==> src/pkg/vtrack_pkg.sv <==
// constants and carrier types for the supply min/max tracker
// assumes a 32-bit apb slave with one register per aligned word
package vtrack_pkg;
  // printed offsets are register indices; byte address is four times these
  localparam logic [7:0] IDX_MIN_HI   = 8'h1D;
  localparam logic [7:0] IDX_MIN_LO   = 8'h1E;
  localparam logic [7:0] IDX_MAX_HI   = 8'h1F;
  localparam logic [7:0] IDX_MAX_LO   = 8'h20;
  localparam logic [7:0] IDX_CTRL     = 8'h30;
  localparam logic [7:0] RESET_BYTE   = 8'h00;
  localparam logic [11:0] MIN_CLEARED = 12'hFFF;
  localparam logic [11:0] MAX_CLEARED = 12'h000;
  localparam logic [11:0] SAMPLE_RESET = 12'h000;
  localparam int CTRL_SEL_BIT = 0;
  localparam int CTRL_CLR_BIT = 1;

  typedef struct packed {
    logic [11:0] min_v;
    logic [11:0] max_v;
    logic [7:0]  min_lo_shadow;
    logic [7:0]  max_lo_shadow;
    logic        supply_config_select;
    logic        pready;
    logic [31:0] prdata;
    logic        pslverr;
  } state_t;
endpackage

==> src/rtl/vtrack.sv <==
// supply voltage min/max tracker with apb register access
// assumes samples and their valid strobe come from logic on sys_clk
//
// The implementer's own choice: the APB slave port.
`timescale 1ns/1ps

module vtrack (
  input  wire logic        sys_clk,       // 20 MHz clock
  input  wire logic        resetn,        // async reset, active low
  input  wire logic [11:0] main_battery_sample,   // main battery reading
  input  wire logic [11:0] secondary_supply_sample, // secondary reading
  input  wire logic        sample_valid,  // one-cycle sample strobe
  input  wire logic        clear_req,     // one-cycle clear pulse
  input  wire logic        psel,          // apb select
  input  wire logic        penable,       // apb enable
  input  wire logic        pwrite,        // apb direction
  input  wire logic [11:0] paddr,         // apb byte address
  input  wire logic [31:0] pwdata,        // apb write data
  output logic             pready,        // apb ready
  output logic [31:0]      prdata,        // apb read data
  output logic             pslverr,       // apb error
  output logic             supply_config_select // tracked pin select
);
  vtrack_pkg::state_t s_q;
  vtrack_pkg::state_t s_d;

  logic [9:0]  idx;
  logic        aligned;
  logic        acc;
  logic        hit_min;
  logic        hit_max;
  logic [11:0] smp;

  assign idx     = paddr[11:2];
  assign aligned = (paddr[1:0] == 2'b00);
  assign acc     = psel && penable && !s_q.pready;
  // hold-off covers setup and access phases
  assign hit_min = psel && aligned && (idx == {2'b00, vtrack_pkg::IDX_MIN_HI}
                   || idx == {2'b00, vtrack_pkg::IDX_MIN_LO});
  assign hit_max = psel && aligned && (idx == {2'b00, vtrack_pkg::IDX_MAX_HI}
                   || idx == {2'b00, vtrack_pkg::IDX_MAX_LO});

  always_comb begin
    s_d    = s_q;
    smp    = s_q.supply_config_select ? secondary_supply_sample
                                      : main_battery_sample;
    s_d.pready  = acc;
    s_d.pslverr = 1'b0;
    if (!acc) begin
      s_d.prdata = 32'h0000_0000;
    end
    if (clear_req) begin
      s_d.min_v = vtrack_pkg::MIN_CLEARED;
      s_d.max_v = vtrack_pkg::MAX_CLEARED;
    end else if (sample_valid) begin
      if (!hit_min && smp < s_q.min_v) begin
        s_d.min_v = smp;
      end
      if (!hit_max && smp > s_q.max_v) begin
        s_d.max_v = smp;
      end
    end
    if (acc) begin
      s_d.prdata = 32'h0000_0000;
      if (!aligned) begin
        s_d.pslverr = 1'b1;
      end else if (pwrite) begin
        if (idx == {2'b00, vtrack_pkg::IDX_CTRL}) begin
          s_d.supply_config_select = pwdata[vtrack_pkg::CTRL_SEL_BIT];
          if (pwdata[vtrack_pkg::CTRL_CLR_BIT]) begin
            s_d.min_v = vtrack_pkg::MIN_CLEARED;
            s_d.max_v = vtrack_pkg::MAX_CLEARED;
          end
        end else if (!(idx == {2'b00, vtrack_pkg::IDX_MIN_HI}
                       || idx == {2'b00, vtrack_pkg::IDX_MIN_LO}
                       || idx == {2'b00, vtrack_pkg::IDX_MAX_HI}
                       || idx == {2'b00, vtrack_pkg::IDX_MAX_LO})) begin
          s_d.pslverr = 1'b1;
        end
      end else begin
        // out-of-range index must not capture a shadow
        unique case ((idx[9:8] == 2'b00) ? idx[7:0] : 8'hFF)
          vtrack_pkg::IDX_MIN_HI: begin
            s_d.prdata        = {28'h0000000, s_q.min_v[11:8]};
            s_d.min_lo_shadow = s_q.min_v[7:0];
          end
          vtrack_pkg::IDX_MIN_LO: begin
            s_d.prdata = {24'h000000, s_q.min_lo_shadow};
          end
          vtrack_pkg::IDX_MAX_HI: begin
            s_d.prdata        = {28'h0000000, s_q.max_v[11:8]};
            s_d.max_lo_shadow = s_q.max_v[7:0];
          end
          vtrack_pkg::IDX_MAX_LO: begin
            s_d.prdata = {24'h000000, s_q.max_lo_shadow};
          end
          vtrack_pkg::IDX_CTRL: begin
            s_d.prdata = {31'h00000000, s_q.supply_config_select};
          end
          default: begin
            s_d.pslverr = 1'b1;
          end
        endcase
        if (idx[9:8] != 2'b00) begin
          s_d.prdata  = 32'h0000_0000;
          s_d.pslverr = 1'b1;
        end
      end
    end
  end

  always_ff @(posedge sys_clk or negedge resetn) begin
    if (!resetn) begin
      s_q.min_v                <= vtrack_pkg::SAMPLE_RESET;
      s_q.max_v                <= vtrack_pkg::SAMPLE_RESET;
      s_q.min_lo_shadow        <= vtrack_pkg::RESET_BYTE;
      s_q.max_lo_shadow        <= vtrack_pkg::RESET_BYTE;
      s_q.supply_config_select <= 1'b0;
      s_q.pready               <= 1'b0;
      s_q.prdata               <= 32'h0000_0000;
      s_q.pslverr              <= 1'b0;
    end else begin
      s_q <= s_d;
    end
  end

  assign pready               = s_q.pready;
  assign prdata               = s_q.prdata;
  assign pslverr              = s_q.pslverr;
  assign supply_config_select = s_q.supply_config_select;
endmodule
==> config.mk <==
export PLATFORM = sky130hd
export DESIGN_NAME = vtrack
export DESIGN_NICKNAME = d
export VERILOG_FILES = /design/src/pkg/vtrack_pkg.sv /design/src/rtl/vtrack.sv
export SDC_FILE = /design/constraint.sdc
export NUM_CORES = 1
export LEC_CHECK = 0
export ABC_CLOCK_PERIOD_IN_PS = 2500
export BUFFER_PORTS_ARGS = -buffer_cell sky130_fd_sc_hd__clkbuf_2
export CORE_ASPECT_RATIO = 0.8
export CORE_MARGIN = 5
export CORE_UTILIZATION = 45
export DETAILED_ROUTE_END_ITERATION = 16
export PLACE_DENSITY_LB_ADDON = 0.3
export SKIP_CTS_REPAIR_TIMING = 1
export SYNTH_ARGS = -nofsm -noshare
export SYNTH_HDL_FRONTEND = slang
export SYNTH_SLANG_ARGS = --single-unit
==> constraint.sdc <==
create_clock -name sys_clk -period 2.5 [get_ports sys_clk]
set_clock_uncertainty 0.05 [all_clocks]
set_input_delay 0.375 -clock sys_clk [delete_from_list [all_inputs] [get_ports sys_clk]]
set_output_delay 0.375 -clock sys_clk [all_outputs]
set_load 0.05 [all_outputs]
==> flow_summary.ini <==
[grt]
grt.total_usage_pct = 16.8
grt_max_degree = 52
grt_pass1_wl_microns = 12100
first_global_vias = 2453
antenna_violations_before_repair = 0
globalRouteOverflowTotal = 0

[setup_path]
worstSetupStartpointType = flip-flop
timing.critical_path.mode_cell = sky130_fd_sc_hd__a21o_1
timing.critical_path.required_ns = 2.69
critical_path.cell_chain = buf_6 > mux2_4 > ha_4 > a21o_1 > a21o_1 > a21o_1 > a211oi_4 > buf_6 > mux2i_1
max_stage_delay_ns = 0.47
crit_fanout = 6
kind_of_critical_path = flip-flop to flip-flop
cp.buffers_inverters = 2
crit_path_top_delay_cell = sky130_fd_sc_hd__dfrtp_2
cell_family_with_most_cp_delay = compound AO/OA/AOI/OAI gates
endpoint_kind = flip-flop
worstPathArrival_ns = 2.65

[timing]
final.hold.worst_slack_ns = -0.0257
period_needed_ns = 2.47
achievable-frequency_mhz = 405
final-max-slew-violation-count = 0
finalHoldViolCount = 12
post-route-period-util_pct = 98.7
setup_repair_after_global_routing_missed_its_margin = true
final-setup-viol-count = 0
setup_total_negative_slack_ns = 0

[synth]
synth-warning-count = 0
fraction_of_registers_with_async_set_reset_pct = 100
synthesis.instances = 329
synth_edf_count = 0
synth.distinct_cells = 45
syn-mean-instance-area_sq_um = 10.1
synth_flop_cell = sky130_fd_sc_hd__dfrtp_1
synth-seq-cells = 51
share_of_synthesized_area_occupied_by_flip_flops_and_latches_pct = 38.2
synth.cell_area_sq_um = 3340

[placed_design]
io_buffers = 55
detailedPlacementHpwl_microns = 5920
dpl_cell_area_sq_um = 3790
place.gp.congestion = 0.848

[drt]
routed_via_density = 5.15
met3_length_microns = 466
met1_length_microns = 3540
drc = 0
top_layer = met4
detailroute.via_count = 2472
route.met2.wl_microns = 3390
drt.antenna.violating_nets = 0
routed_wire_length_per_instance_microns = 15.7
first_pass_iteration_count_of_the_detailed_router = 4
routed_wirelength_microns = 7510
drt_first_iter_violations = 162

[clock_tree]
cts.sink_count = 51
cts-htree-levels = 2
path_clk_slew_ns = 0.10
clock_insertion_delay_worst_skew_ns = 0.31
clock_path_buffers = 2
tritoncts.num_buffers = 5
cts_tree = built
cts_root_buffer = sky130_fd_sc_hd__clkbuf_8

[layout]
fillerInstances = 607
final_common_cell = sky130_fd_sc_hd__clkbuf_2
antenna-diode-count = 0
postLayoutCoreUtil_pct = 54.9
most_used_cells_in_the_layout_excluding_fill_and_tap_cells = sky130_fd_sc_hd__clkbuf_2, sky130_fd_sc_hd__dfrtp_1, sky130_fd_sc_hd__nor2_1
drive_gt1_share_pct = 36.2
stdcell_area_sq_um = 4020
nets = 487
syn2layout_area_growth_pct = 20.5

[floorplanning]
row_count = 28
die_x_microns = 106
pin_count = 110
initial_core_util_pct = 45.6
floorplan.die_area_sq_um = 9250
core_region_area_sq_um = 7320
fp.dieH_microns = 87.0

[worst_hold_path]
hold_class = input port to asynchronous set/reset pin

[job]
max-cap-violations = 0

[power]
power_density_nw_per_um2 = 482
p_leak_uw = 0.00202
worst_ir_drop_vdd_mv = 0.220

[outcome]
violated_checks = negative hold slack
outcome = finished with violations
[final timing paths]
| kind | from | end | slack (ns) | depth (start not counted) |
|---|---|---|---|---|
| max | supply_config_select | s_q[73] | 0.03 | 9 |
| min | resetn | s_q[68] | -0.03 | 2 |
| max reg2reg | supply_config_select | s_q[73] | 0.03 | 9 |
| min reg2reg | s_q[35] | s_q[35] | 0.46 | 1 |
| max in group asynchronous | resetn | supply_config_select | 2.17 | 2 |
| min in group sys_clk | psel | pready | 0.24 | 3 |
[layout make-up]
| type | count | area [sq um] | area share (%) |
|---|---|---|---|
| well taps | 90 | 113 | 2.80 |
| multi-input cells | 236 | 2010 | 50.0 |
| repair buffers | 69 | 408 | 10.1 |
| clock inverters | 3 | 47.5 | 1.18 |
| flip-flops and latches | 51 | 1280 | 31.8 |
| inverters | 26 | 97.6 | 2.43 |
| clock buffers | 5 | 68.8 | 1.71 |
[stage by stage]
step                total power (uW)  hold slack [ns]  instances  setup WS (ns)
floorplan                       1230           0.0294        352         -0.103
global placement                1320            0.340        470         0.0497
detailed placement              1330            0.345        470        -0.0110
CTS                             1930         0.000645        478        -0.0516
global route                    2050          0.00533        480        -0.0750
finish                          1940          -0.0257        480         0.0317
[Yosys cell counts (all sizes together), types with 4 or more instances]
library cell | number | area share, %
nand2 | 33 | 3.9
ha | 23 | 8.6
a22oi | 10 | 2.2
nand3 | 5 | 0.75
a21o | 5 | 1.1
mux2 | 30 | 10
mux2i | 24 | 7.2
inv | 26 | 2.9
buf | 38 | 8.8
nor2 | 36 | 4.1
a21oi | 11 | 1.6
dfrtp | 51 | 38
and4 | 4 | 1.1
[cells by family (layout without fill, tap and decap cells)]
group                    count (synthesis)  in the layout  synth area share (%)
buffers and inverters                   66            103                  12.0
multiplexers                            54             54                  17.3
AO/OA/AOI/OAI                           38             39                  8.73
other                                    1             24                 0.112
XOR/XNOR                                 1              1                 0.262
flip-flops                              51             51                  38.2
adder cells (fa/ha/maj)                 23             23                  8.62
AND/OR/NAND/NOR                         95             95                  14.8
[power by group]
part	leakage [uW]	internal [uW]	switching [uW]
logic	0.00131	176	272
clock network	0.0000587	304	296
registers	0.000652	856	33.5
total	0.00202	1340	601
[metal layers]
layer  up-vias  track usage, %
li1       1203               -
met1      1181            23.5
met2        79            26.5
met3         9            2.67
met4         0            6.12
met5         -               0
[registers in the layout (all words and copies together) (netlist names)]
name and cells:
pready 1, pslverr 1, prdata 8, s_q 40, supply_config_select 1
(Power assumes the default switching activity.)
